**config.mk**
```make
export PLATFORM = sky130hd
export DESIGN_NAME = spcmd_top
export DESIGN_NICKNAME = d
export VERILOG_FILES = /design/src/verilog/spcmd_w1c.v /design/src/verilog/spcmd_gate.v /design/src/verilog/spcmd_top.v
export VERILOG_INCLUDE_DIRS = /design/src /design/src/verilog
export SDC_FILE = /design/constraint.sdc
export NUM_CORES = 1
export LEC_CHECK = 0
export BUFFER_PORTS_ARGS = -buffer_cell sky130_fd_sc_hd__buf_4
export CAP_MARGIN = 30
export CORE_MARGIN = 3
export CORE_UTILIZATION = 49
export CTS_BUF_LIST = sky130_fd_sc_hd__clkbuf_4 sky130_fd_sc_hd__clkbuf_8
export DETAILED_ROUTE_END_ITERATION = 10
export GPL_ROUTABILITY_DRIVEN = 0
export PLACE_DENSITY = 0.95
export SLEW_MARGIN = 10
export SYNTH_ARGS = -nofsm -noshare
export SYNTH_HDL_FRONTEND = slang
export SYNTH_SLANG_ARGS = --single-unit
```
**constraint.sdc**
```tcl
create_clock -name i_clk -period 2.7 [get_ports i_clk]
set_input_delay 0.405 -clock i_clk [delete_from_list [all_inputs] [get_ports i_clk]]
set_output_delay 0.405 -clock i_clk [all_outputs]
set_load 0.05 [all_outputs]
```
**src/verilog/spcmd_regs.vh**
```
/*
 * register map and field positions of the switch port command block.
 * assumes inclusion by bare name from the design files.
 */
`ifndef SPCMD_REGS_VH
`define SPCMD_REGS_VH
`define SPCMD_ADDR_W 12
`define SPCMD_OFF_CMD 12'h004
`define SPCMD_OFF_STAT 12'h008
`define SPCMD_OFF_IRQ_STAT 12'h00C
`define SPCMD_OFF_IRQ_MASK 12'h010
`define SPCMD_OFF_ID 12'h014
`define SPCMD_CMD_RST 16'h0000
`define SPCMD_CMD_WMASK 16'h0547
`define SPCMD_BIT_IO 0
`define SPCMD_BIT_MEM 1
`define SPCMD_BIT_BME 2
`define SPCMD_BIT_PERR 6
`define SPCMD_BIT_SERR 8
`define SPCMD_BIT_INTD 10
`define SPCMD_STAT_W 2
`define SPCMD_STAT_MDPE 0
`define SPCMD_STAT_SSE 1
`define SPCMD_EV_W 4
`define SPCMD_EV_UR 0
`define SPCMD_EV_PERR 1
`define SPCMD_EV_ERR 2
`define SPCMD_EV_INTX 3
`define SPCMD_ID_VAL 32'h0000_5A5A
`endif

```
**src/verilog/spcmd_w1c.v**
```verilog
/*
 * one sticky flag: hardware set, software write-one clear, set wins.
 * assumes an asynchronous active-low reset copy from the parent, released synchronously.
 */
`timescale 1ns/1ns
module spcmd_w1c (
    input wire i_clk,
    input wire i_rst_n,
    input wire i_set,
    input wire i_clr,
    output reg o_q
);
    always @(posedge i_clk or negedge i_rst_n)
    begin
        if (!i_rst_n)
            o_q <= 1'b0;
        else if (i_set)
            o_q <= 1'b1;
        else if (i_clr)
            o_q <= 1'b0;
    end
endmodule

```
**src/verilog/spcmd_gate.v**
```verilog
/*
 * request gating of one port from the command bits, registered.
 * assumes one-cycle request pulses in the i_clk domain.
 */
`timescale 1ns/1ns
module spcmd_gate (
    input wire i_clk,
    input wire i_rst_n,
    input wire i_io_en,
    input wire i_mem_en,
    input wire i_bme,
    input wire i_intd,
    input wire i_pri_io,
    input wire i_pri_mem,
    input wire i_up_req,
    input wire i_up_np,
    input wire i_own_intx,
    input wire i_fwd_intx,
    output reg o_pri_io_acc,
    output reg o_pri_mem_acc,
    output reg o_up_fwd,
    output reg o_up_ur,
    output reg o_ur_cpl,
    output reg o_intx_msg
);
    always @(posedge i_clk or negedge i_rst_n)
    begin
        if (!i_rst_n)
        begin
            o_pri_io_acc <= 1'b0;
            o_pri_mem_acc <= 1'b0;
            o_up_fwd <= 1'b0;
            o_up_ur <= 1'b0;
            o_ur_cpl <= 1'b0;
            o_intx_msg <= 1'b0;
        end
        else
        begin
            o_pri_io_acc <= i_pri_io & i_io_en;
            o_pri_mem_acc <= i_pri_mem & i_mem_en;
            o_up_fwd <= i_up_req & i_bme;
            o_up_ur <= i_up_req & ~i_bme;
            o_ur_cpl <= i_up_req & i_up_np & ~i_bme;
            // forwarded messages pass regardless of disable
            o_intx_msg <= (i_own_intx & ~i_intd) | i_fwd_intx;
        end
    end
endmodule

```
**src/verilog/spcmd_top.v**
```verilog
/*
 * switch port command register with apb slave, status flags and
 * request gating for one port.
 * holds the command bits, two write-one-clear status flags, four
 * interrupt event flags with mask, and the level interrupt output.
 * assumes an apb master on i_clk, one-cycle event pulses synchronous
 * to i_clk, and an asynchronous active-low reset on i_nrst.
 */
// The APB interface to the registers was left to the implementer.
`timescale 1ns/1ns
`include "spcmd_regs.vh"
module spcmd_top (
    input wire i_clk,
    input wire i_nrst,
    input wire i_psel,
    input wire i_penable,
    input wire i_pwrite,
    input wire [11:0] i_paddr,
    input wire [31:0] i_pwdata,
    input wire [3:0] i_pstrb,
    output reg [31:0] o_prdata,
    output reg o_pready,
    output reg o_pslverr,
    input wire i_pri_io,
    input wire i_pri_mem,
    input wire i_up_req,
    input wire i_up_np,
    input wire i_parity_err,
    input wire i_fatal_err,
    input wire i_own_intx,
    input wire i_fwd_intx,
    output wire o_pri_io_acc,
    output wire o_pri_mem_acc,
    output wire o_up_fwd,
    output wire o_up_ur,
    output wire o_ur_cpl,
    output wire o_intx_msg,
    output reg o_err_msg,
    output reg o_perr_act,
    output reg o_irq
);
    // one-hot apb phase codes
    localparam [1:0] ST_IDLE = 2'b01;
    localparam [1:0] ST_ACCESS = 2'b10;

    reg rst_s1_q;
    reg rst_n_q;
    reg [1:0] st_q;
    reg [1:0] st_d;
    reg [15:0] cmd_q;
    reg [`SPCMD_EV_W-1:0] mask_q;
    wire [`SPCMD_STAT_W-1:0] stat;
    wire [`SPCMD_EV_W-1:0] ev_flag;
    wire [`SPCMD_EV_W-1:0] ev_set;
    wire [`SPCMD_EV_W-1:0] clr_ev;
    wire setup;
    wire take;
    wire wr;
    wire wr_cmd;
    wire wr_stat;
    wire wr_irq_stat;
    wire wr_mask;
    wire clr_mdpe;
    wire clr_sse;
    wire [7:0] wdat_hi;
    wire [7:0] wdat_lo;
    wire [15:0] wdat;
    wire perr_ok;
    wire err_ok;
    wire own_ok;
    wire [31:0] rd_cmd;
    wire [31:0] rd_stat;
    wire [31:0] rd_irq_stat;
    wire [31:0] rd_mask;
    reg [31:0] rdata_d;
    reg err_d;

    // reset release through two flops
    always @(posedge i_clk or negedge i_nrst)
    begin
        if (!i_nrst)
        begin
            rst_s1_q <= 1'b0;
            rst_n_q <= 1'b0;
        end
        else
        begin
            rst_s1_q <= 1'b1;
            rst_n_q <= rst_s1_q;
        end
    end

    // apb phase tracker: setup is answered in the next cycle
    assign setup = i_psel & ~i_penable;
    assign take = setup & (st_q == ST_IDLE);
    assign wr = i_psel & i_penable & i_pwrite & (st_q == ST_ACCESS);

    always @(posedge i_clk or negedge rst_n_q)
    begin
        if (!rst_n_q)
            st_q <= ST_IDLE;
        else
            st_q <= st_d;
    end

    always @*
    begin
        st_d = st_q;
        case (st_q)
            ST_IDLE:
            begin
                if (setup)
                    st_d = ST_ACCESS;
            end
            ST_ACCESS:
                st_d = ST_IDLE;
            default:
                st_d = ST_IDLE;
        endcase
    end

    // write decode per register
    assign wr_cmd = wr & (i_paddr == `SPCMD_OFF_CMD);
    assign wr_stat = wr & (i_paddr == `SPCMD_OFF_STAT) & i_pstrb[0];
    assign wr_irq_stat = wr & (i_paddr == `SPCMD_OFF_IRQ_STAT) & i_pstrb[0];
    assign wr_mask = wr & (i_paddr == `SPCMD_OFF_IRQ_MASK) & i_pstrb[0];
    assign clr_mdpe = wr_stat & i_pwdata[`SPCMD_STAT_MDPE];
    assign clr_sse = wr_stat & i_pwdata[`SPCMD_STAT_SSE];
    assign clr_ev = {`SPCMD_EV_W{wr_irq_stat}} & i_pwdata[`SPCMD_EV_W-1:0];

    // byte lanes: strobe picks new or old byte
    assign wdat_hi = i_pstrb[1] ? i_pwdata[15:8] : cmd_q[15:8];
    assign wdat_lo = i_pstrb[0] ? i_pwdata[7:0] : cmd_q[7:0];
    assign wdat = {wdat_hi, wdat_lo};

    // qualified events
    assign perr_ok = i_parity_err & cmd_q[`SPCMD_BIT_PERR];
    assign err_ok = i_fatal_err & cmd_q[`SPCMD_BIT_SERR];
    assign own_ok = i_own_intx & ~cmd_q[`SPCMD_BIT_INTD];

    // read values, unused bits read zero
    assign rd_cmd = {16'h0000, cmd_q};
    assign rd_stat = {{(32-`SPCMD_STAT_W){1'b0}}, stat};
    assign rd_irq_stat = {{(32-`SPCMD_EV_W){1'b0}}, ev_flag};
    assign rd_mask = {{(32-`SPCMD_EV_W){1'b0}}, mask_q};

    // register map decode and read mux
    always @*
    begin
        rdata_d = 32'h0000_0000;
        err_d = 1'b0;
        case (i_paddr)
            `SPCMD_OFF_CMD: rdata_d = rd_cmd;
            `SPCMD_OFF_STAT: rdata_d = rd_stat;
            `SPCMD_OFF_IRQ_STAT: rdata_d = rd_irq_stat;
            `SPCMD_OFF_IRQ_MASK: rdata_d = rd_mask;
            `SPCMD_OFF_ID: rdata_d = `SPCMD_ID_VAL; // arbitrary value
            default: err_d = 1'b1;
        endcase
    end

    // one-cycle answer pulse
    always @(posedge i_clk or negedge rst_n_q)
    begin
        if (!rst_n_q)
            o_pready <= 1'b0;
        else
            o_pready <= take;
    end

    // error flag for unmapped addresses
    always @(posedge i_clk or negedge rst_n_q)
    begin
        if (!rst_n_q)
            o_pslverr <= 1'b0;
        else
            o_pslverr <= take & err_d;
    end

    // read data stands only in the answer cycle
    always @(posedge i_clk or negedge rst_n_q)
    begin
        if (!rst_n_q)
            o_prdata <= 32'h0000_0000;
        else if (take & ~i_pwrite)
            o_prdata <= rdata_d;
        else
            o_prdata <= 32'h0000_0000;
    end

    // command register, legacy and reserved bits held at zero
    always @(posedge i_clk or negedge rst_n_q)
    begin
        if (!rst_n_q)
            cmd_q <= `SPCMD_CMD_RST;
        else if (wr_cmd)
            cmd_q <= wdat & `SPCMD_CMD_WMASK;
    end

    // interrupt mask
    always @(posedge i_clk or negedge rst_n_q)
    begin
        if (!rst_n_q)
            mask_q <= {`SPCMD_EV_W{1'b0}};
        else if (wr_mask)
            mask_q <= i_pwdata[`SPCMD_EV_W-1:0];
    end

    // error report pulse
    always @(posedge i_clk or negedge rst_n_q)
    begin
        if (!rst_n_q)
            o_err_msg <= 1'b0;
        else
            o_err_msg <= err_ok;
    end

    // parity handling pulse
    always @(posedge i_clk or negedge rst_n_q)
    begin
        if (!rst_n_q)
            o_perr_act <= 1'b0;
        else
            o_perr_act <= perr_ok;
    end

    // level interrupt from unmasked flags
    always @(posedge i_clk or negedge rst_n_q)
    begin
        if (!rst_n_q)
            o_irq <= 1'b0;
        else
            o_irq <= |(ev_flag & mask_q);
    end

    // status flags, write one to clear
    spcmd_w1c u_mdpe (
        .i_clk(i_clk),
        .i_rst_n(rst_n_q),
        .i_set(perr_ok),
        .i_clr(clr_mdpe),
        .o_q(stat[`SPCMD_STAT_MDPE])
    );
    spcmd_w1c u_sse (
        .i_clk(i_clk),
        .i_rst_n(rst_n_q),
        .i_set(err_ok),
        .i_clr(clr_sse),
        .o_q(stat[`SPCMD_STAT_SSE])
    );

    // interrupt event flags
    assign ev_set = {own_ok, err_ok, perr_ok, o_up_ur};
    genvar g;
    generate
        for (g = 0; g < `SPCMD_EV_W; g = g + 1)
        begin : g_ev
            spcmd_w1c u_ev (
                .i_clk(i_clk),
                .i_rst_n(rst_n_q),
                .i_set(ev_set[g]),
                .i_clr(clr_ev[g]),
                .o_q(ev_flag[g])
            );
        end
    endgenerate

    // request gating from the command bits
    spcmd_gate u_gate (
        .i_clk(i_clk),
        .i_rst_n(rst_n_q),
        .i_io_en(cmd_q[`SPCMD_BIT_IO]),
        .i_mem_en(cmd_q[`SPCMD_BIT_MEM]),
        .i_bme(cmd_q[`SPCMD_BIT_BME]),
        .i_intd(cmd_q[`SPCMD_BIT_INTD]),
        .i_pri_io(i_pri_io),
        .i_pri_mem(i_pri_mem),
        .i_up_req(i_up_req),
        .i_up_np(i_up_np),
        .i_own_intx(i_own_intx),
        .i_fwd_intx(i_fwd_intx),
        .o_pri_io_acc(o_pri_io_acc),
        .o_pri_mem_acc(o_pri_mem_acc),
        .o_up_fwd(o_up_fwd),
        .o_up_ur(o_up_ur),
        .o_ur_cpl(o_ur_cpl),
        .o_intx_msg(o_intx_msg)
    );
endmodule

```
==> summary.md, run 1 <==
| Metric | Value |
|---|---|
| Hpwl dp | `around 2.6 mm` |
| Syn Inst Count | `148` |
| CP peak stage delay | `500 ps` |
| DR DRC count | `0` |
| Synth Flop Type | `dfrtp_1` |
| Required @ worst endpoint | `about 2900 ps` |
| Post-CTS Setup Bufs | `0` |
| Top cells by area, synth | `dfrtp_1 (52%), buf_4 (10%), mux2_4 (6.5%)` |
| Antenna-violating nets left | `0` |
| CTS Hold Buffers Added | `1` |
| P per Cell Area | `about 500 nW/um2` |
| Yosys top cell by area | `dfrtp_1` |
| Arr. time, crit path | `1880 ps` |
| Post-synth ARST share | `100%` |
| Layout cells sized above 1 | `about two fifths` |
| Final wirelength | `3.47 mm` |
| Adder-cell share of the synthesized area | `0%` |
| DR vias | `about 1300` |
| Max Root-Sink Buffers | `2` |
| Starting Density | `a little over half` |
| Clock Skew | `4.85 ps` |
| Vias/cell | `approximately 5.0` |
| Setup TNS | `0 ps` |
| CP Class | `reg -> reg` |
| Largest net degree at the start of global routing | `38` |
| Count of final hold-check violations | `0` |
| Tmin final | `1710 ps` |
| Average cell area after synthesis | `12.4 um2` |
| Core box area | `~3500 um2` |
| Gr ovfl total | `0` |
| Unrepaired setup endpoints after global routing | `no` |
| Leakage power | `approximately 1.2 nW` |
| Synth cell types | `just over 40` |
| Commonest non-fill, non-tap cells in the layout | `buf_4 (57), dfrtp_1 (38), conb_1 (21)` |
| Synthesized flop and latch total | `39` |
| Synth Area in Compound Gates | `slightly below 7%` |
| Nets | `around 270` |
| Max-cap viol count | `0` |
| Final setup vio count | `0` |
| # resized after CTS | `0` |
| Initial antenna violation count | `0` |
| DR pass1 iterations | `4` |
| Peak supply drop | `0.000285 V` |
| Simple-gate area share of the yosys netlist | `18.4%` |
| Final worst-path cycle share | `a little over three fifths` |
| Post-synth top area share | `51.7%` |
| # IOs | `~100` |
| Root buf cell | `clkbuf_8` |
| Hold WC Path Type | `reg -> async` |
| Post-synth EDFFs | `0` |
| Maximum clock rate | `586 MHz` |
| Die height | `between 60 and 70 um` |
| Crit path max-delay family | `simple AND/OR/NAND/NOR gates` |
| H-tree Lvls | `2` |
| Buf/Inv on CP | `0` |
| First-pass GRT wire length | `approximately 5.6 mm` |
| Gr usage total | `between 10% and 20%` |
| Slowest cell on crit path | `and4_1` |
| Vias in the first global route | `1238` |
| Most common cell after layout, fill and taps aside | `buf_4` |
| DR WL/cell | `13.8 um` |
| DIE AREA | `4520 um2` |
| Cell area after synthesis | `about 1800 um2` |
| Xor/xnor cell area share of the yosys netlist | `0%` |
| Iter 0 DRT Violations | `29` |
| Critical Path Sink Type | `flop` |
| Clock Latency Late Sink | `just under 300 ps` |
| Max Slew Vio Count | `0` |
| CTS tree | `yes` |
| Crit-path max FO | `9` |
| CP Cell Sequence | `and4b_1 -> and4_1 -> nand3_4 -> mux2_4` |
| Synthesis-to-layout area growth | `24.1%` |
| TritonCTS Sinks | `39` |
| Port Buffers | `56` |
| FP Rows | `21` |
| Pwr Total | `roughly 1.1 mW` |
| Die width | `between 60 and 70 um` |
| Status | `complete, no violations` |
| Mux cell area share after synthesis | `approximately a tenth` |
| Startpoint types | `flop` |
| Synthesis warning total | `0` |
| CTS clk-pin slew, worst paths | `approximately 70 ps` |
| TritonCTS Buffers | `5` |
| # diodes | `0` |
| Seq/Total Area, Yosys | `between 50% and 60%` |
| Largest family of logic cells by synthesized area | `simple AND/OR/NAND/NOR gates` |
## state kept, by name, summed over array words and instances, names as in the netlist, 2 cells and up
signal	cells
o_prdata	8
cmd_q	6
g_ev.u_ev.o_q	4
mask_q	4
st_q	2
## synth_stat cells (3+ instances only)
cell type / n
nand4b_1: 3
mux2_4: 8
a21o_1: 5
buf_4: 25
a22oi_1: 3
nand2b_1: 3
nor2_1: 5
and2_1: 7
nor3_1: 4
nand4_1: 4
dfrtp_1: 38
mux2_2: 4
and3_1: 3
nor2b_1: 4
## final timing paths
check / from / endpoint / slack, ps / depth (start not counted)
max: st_q[0]$_DFFE_PN1P_ / cmd_q[1]$_DFFE_PN0P_ / 990 / 4
min in group i_clk: i_fwd_intx / u_gate.o_intx_msg$_DFF_PN0_ / 300 / 2
max reg2reg: st_q[0]$_DFFE_PN1P_ / cmd_q[1]$_DFFE_PN0P_ / 990 / 4
min: rst_n_q$_DFF_PN0_ / cmd_q[2]$_DFFE_PN0P_ / 280 / 1
min reg2reg: rst_n_q$_DFF_PN0_ / cmd_q[2]$_DFFE_PN0P_ / 280 / 1
max in group asynchronous: rst_n_q$_DFF_PN0_ / st_q[0]$_DFFE_PN1P_ / 2090 / 1
## metal layers
metal | up-vias | part of all wire (%) | track usage, %
met3 | 12 | 7.6 | 4.49
met1 | 598 | 38 | 19.9
met4 | 0 | 3.1 | 10.9
met5 | - | 0 | 0
li1 | 585 | - | -
met2 | 56 | 51 | 26.5
## cell families (layout without fill, tap and decap cells)
| group | after synthesis | in the layout |
|---|---|---|
| simple gates | 47 | 47 |
| flops | 39 | 39 |
| buf+inv | 30 | 68 |
| compound gates | 17 | 17 |
| mux | 13 | 13 |
| other cells | 2 | 21 |
## metrics by stage
step / utilization (%) / hold slack [ps] / worst slack, ps / instance area, um2 / instances
detailed placement: 63.1 / 188 / 712 / 2190 / 242
global placement: 63.1 / 187 / 713 / 2190 / 242
finish: 65.8 / 279 / 993 / 2280 / 251
CTS: 65.8 / 296 / 984 / 2280 / 251
global route: 65.8 / 301 / 915 / 2280 / 251
floorplan: - / 109 / 1130 / 1910 / 167
## report_power, final
| group | total (mW) | switching [mW] | internal [mW] |
|---|---|---|---|
| Sequential | 0.595 | 0.00267 | 0.592 |
| Clock | 0.372 | 0.195 | 0.176 |
| Combinational | 0.167 | 0.117 | 0.0493 |
## cell type report
cell class	count	area, um2
Fill cell	284	1190
Tap cell	46	57.6
Inverter	2	7.51
Sequential cell	39	977
Clock inverter	3	15.0
Timing Repair Buffer	58	438
Multi-Input combinational cell	98	718
Clock buffer	5	68.8
No activity file was read; power rests on OpenSTA's default activity.
==> inputs of run 2 (changes only) <==
- CORE_UTILIZATION: 49 -> 45
- PLACE_DENSITY: 0.95 -> 0.92
- clock period: 2.7 -> 1.7 ns (I/O delays scaled with it)
==> summary.md, run 2 (synthesized netlist as in run 1, its figures left out) <==
| Metric | Value |
|---|---|
| Core box area | `3800 um2 (+9.5%)` |
| Required @ worst endpoint | `1880 ps (-1000 ps)` |
| Hold WC Path Type | `in -> reg` |
| Antenna-violating nets left | `0 (unchanged)` |
| TritonCTS Sinks | `39 (unchanged)` |
| Unrepaired setup endpoints after global routing | `no` |
| DR DRC count | `0 (unchanged)` |
| Layout cells sized above 1 | `42.8% (+0.84 points)` |
| Finished Layout Cells | `256 (+2.0%)` |
| Final worst-path cycle share | `96.4% (+33 points)` |
| Largest net degree at the start of global routing | `38 (unchanged)` |
| Storage element area | `977 um2 (unchanged)` |
| Status | `complete, no violations` |
| Post-CTS Setup Bufs | `0 (unchanged)` |
| Clock Latency Late Sink | `290 ps (about the same)` |
| Most common cell after layout, fill and taps aside | `buf_4` |
| Root buf cell | `clkbuf_8` |
| Starting Density | `48.4% (-4.6 points)` |
| Critical Path Sink Type | `flop` |
| H-tree Lvls | `2 (unchanged)` |
| Hpwl dp | `2.77 mm (+8.0%)` |
| DR vias | `1243 (-0.64%)` |
| Peak supply drop | `0.000452 V (+59%)` |
| Gr ovfl total | `0 (unchanged)` |
| Tmin final | `1640 ps (-68.1 ps)` |
| Setup TNS | `0 ps (unchanged)` |
| Max-cap viol count | `0 (unchanged)` |
| Max reg flops | `8 (unchanged)` |
| Commonest non-fill, non-tap cells in the layout | `buf_4 (60), dfrtp_1 (38), conb_1 (21)` |
| Vias in the first global route | `1213 (-2.0%)` |
| Die height | `69.9 um (+4.0%)` |
| Count of final hold-check violations | `0 (unchanged)` |
| Final wirelength | `3.55 mm (+2.4%)` |
| # IOs | `104 (unchanged)` |
| Nets | `268 (+1.1%)` |
| Fillers | `312 (+9.9%)` |
| DR WL/cell | `13.9 um (+0.42%)` |
| R2R setup slack | `60 ps (-930 ps)` |
| # diodes | `0 (unchanged)` |
| DP Cell Count | `247 (+2.1%)` |
| Vias/cell | `4.86 (-2.6%)` |
| Maximum clock rate | `610 MHz (+4.2%)` |
| Synthesis-to-layout area growth | `27.3%` |
| Leakage power | `1.24 nW (+2.5%)` |
| Crit-path max FO | `5 (-4)` |
| Iter 0 DRT Violations | `44 (+52%)` |
| FP Rows | `22 (+4.8%)` |
| P per Cell Area | `851 nW/um2 (+71%)` |
| Port Buffers | `56 (unchanged)` |
| Startpoint types | `flop` |
| DIE AREA | `4890 um2 (+8.1%)` |
| Final setup vio count | `0 (unchanged)` |
| Multi-input logic area | `718 um2 (unchanged)` |
| TritonCTS Buffers | `5 (unchanged)` |
| Largest registers | `o_prdata (8), cmd_q (6)` |
| CP Class | `reg -> reg` |
| Arr. time, crit path | `1820 ps (-60 ps)` |
| Gr usage total | `14.8% (-1.9 points)` |
| First-pass GRT wire length | `5.64 mm (+1.5%)` |
| Initial antenna violation count | `0 (unchanged)` |
| Top reg by flops | `o_prdata` |
| Max Root-Sink Buffers | `2 (unchanged)` |
| CTS tree | `yes` |
| Die width | `69.9 um (+4.0%)` |
| Clock Skew | `4.88 ps (+0.0292 ps)` |
| Max Slew Vio Count | `0 (unchanged)` |
| CTS clk-pin slew, worst paths | `70 ps (about the same)` |
| DR pass1 iterations | `4 (unchanged)` |
run 2: final cells by class:
class / count / share of cell area [%]
Clock inverter: 2 / 1.50
Inverter: 2 / 0.321
Sequential cell: 39 / 41.7
Clock buffer: 6 / 3.53
Tap cell: 48 / 2.57
Timing Repair Buffer: 61 / 19.7
Multi-Input combinational cell: 98 / 30.7
run 2: per-stage QoR:
step / instance area, um2 / setup slack, ps / power (mW) / util (%) / hold slack, ps
final: 2340 / 60.7 / 1.99 / 61.6 / 165
after global routing: 2340 / 11.4 / 2.07 / 61.6 / 167
after CTS: 2340 / 60.4 / 2.02 / 61.6 / 159
after detailed placement: 2210 / 53.3 / 1.23 / 58.3 / 38.5
after global placement: 2210 / 45.5 / 1.22 / 58.3 / 37.9
after floorplan: 1910 / 169 / 1.17 / - / -40.6
run 2: layer usage:
layer / vias to the layer above / track usage, % / routed length [um]
li1: 589 / - / -
met1: 600 / 15.3 / 1310
met2: 47 / 25.9 / 1870
met3: 7 / 6.91 / 313
met4: 0 / 5.74 / 52
met5: - / 0 / 0
run 2: timing repair:
action	CTS	global route
resized for setup	0	0
hold endpoints to repair	2	0
hold buffers	1	0
run 2: critical path: stages, from the launching register on:
cell	delay, ps
dfstp_2	540
and4b_1	190
and4_1	200
buf_4	170
nand3_4	120
mux2_4	310
run 2: power breakdown:
part	internal [mW]	switching [mW]	leakage [nW]	total, mW
combinational	0.0794	0.187	0.661	0.266
clock	0.474	0.307	0.0612	0.781
sequential	0.940	0.00459	0.517	0.945
run 2: worst paths after layout:
kind / cells past startpoint / start / to
worst max-delay path: 5 / st_q[0]$_DFFE_PN1P_ / mask_q[2]$_DFFE_PN0P_
worst min-delay path: 2 / i_fwd_intx / u_gate.o_intx_msg$_DFF_PN0_
worst max register to register: 5 / st_q[0]$_DFFE_PN1P_ / mask_q[2]$_DFFE_PN0P_
worst min register to register: 1 / rst_n_q$_DFF_PN0_ / cmd_q[10]$_DFFE_PN0P_
max in group asynchronous: 1 / rst_n_q$_DFF_PN0_ / st_q[0]$_DFFE_PN1P_
min in group asynchronous: 2 / i_nrst / rst_n_q$_DFF_PN0_
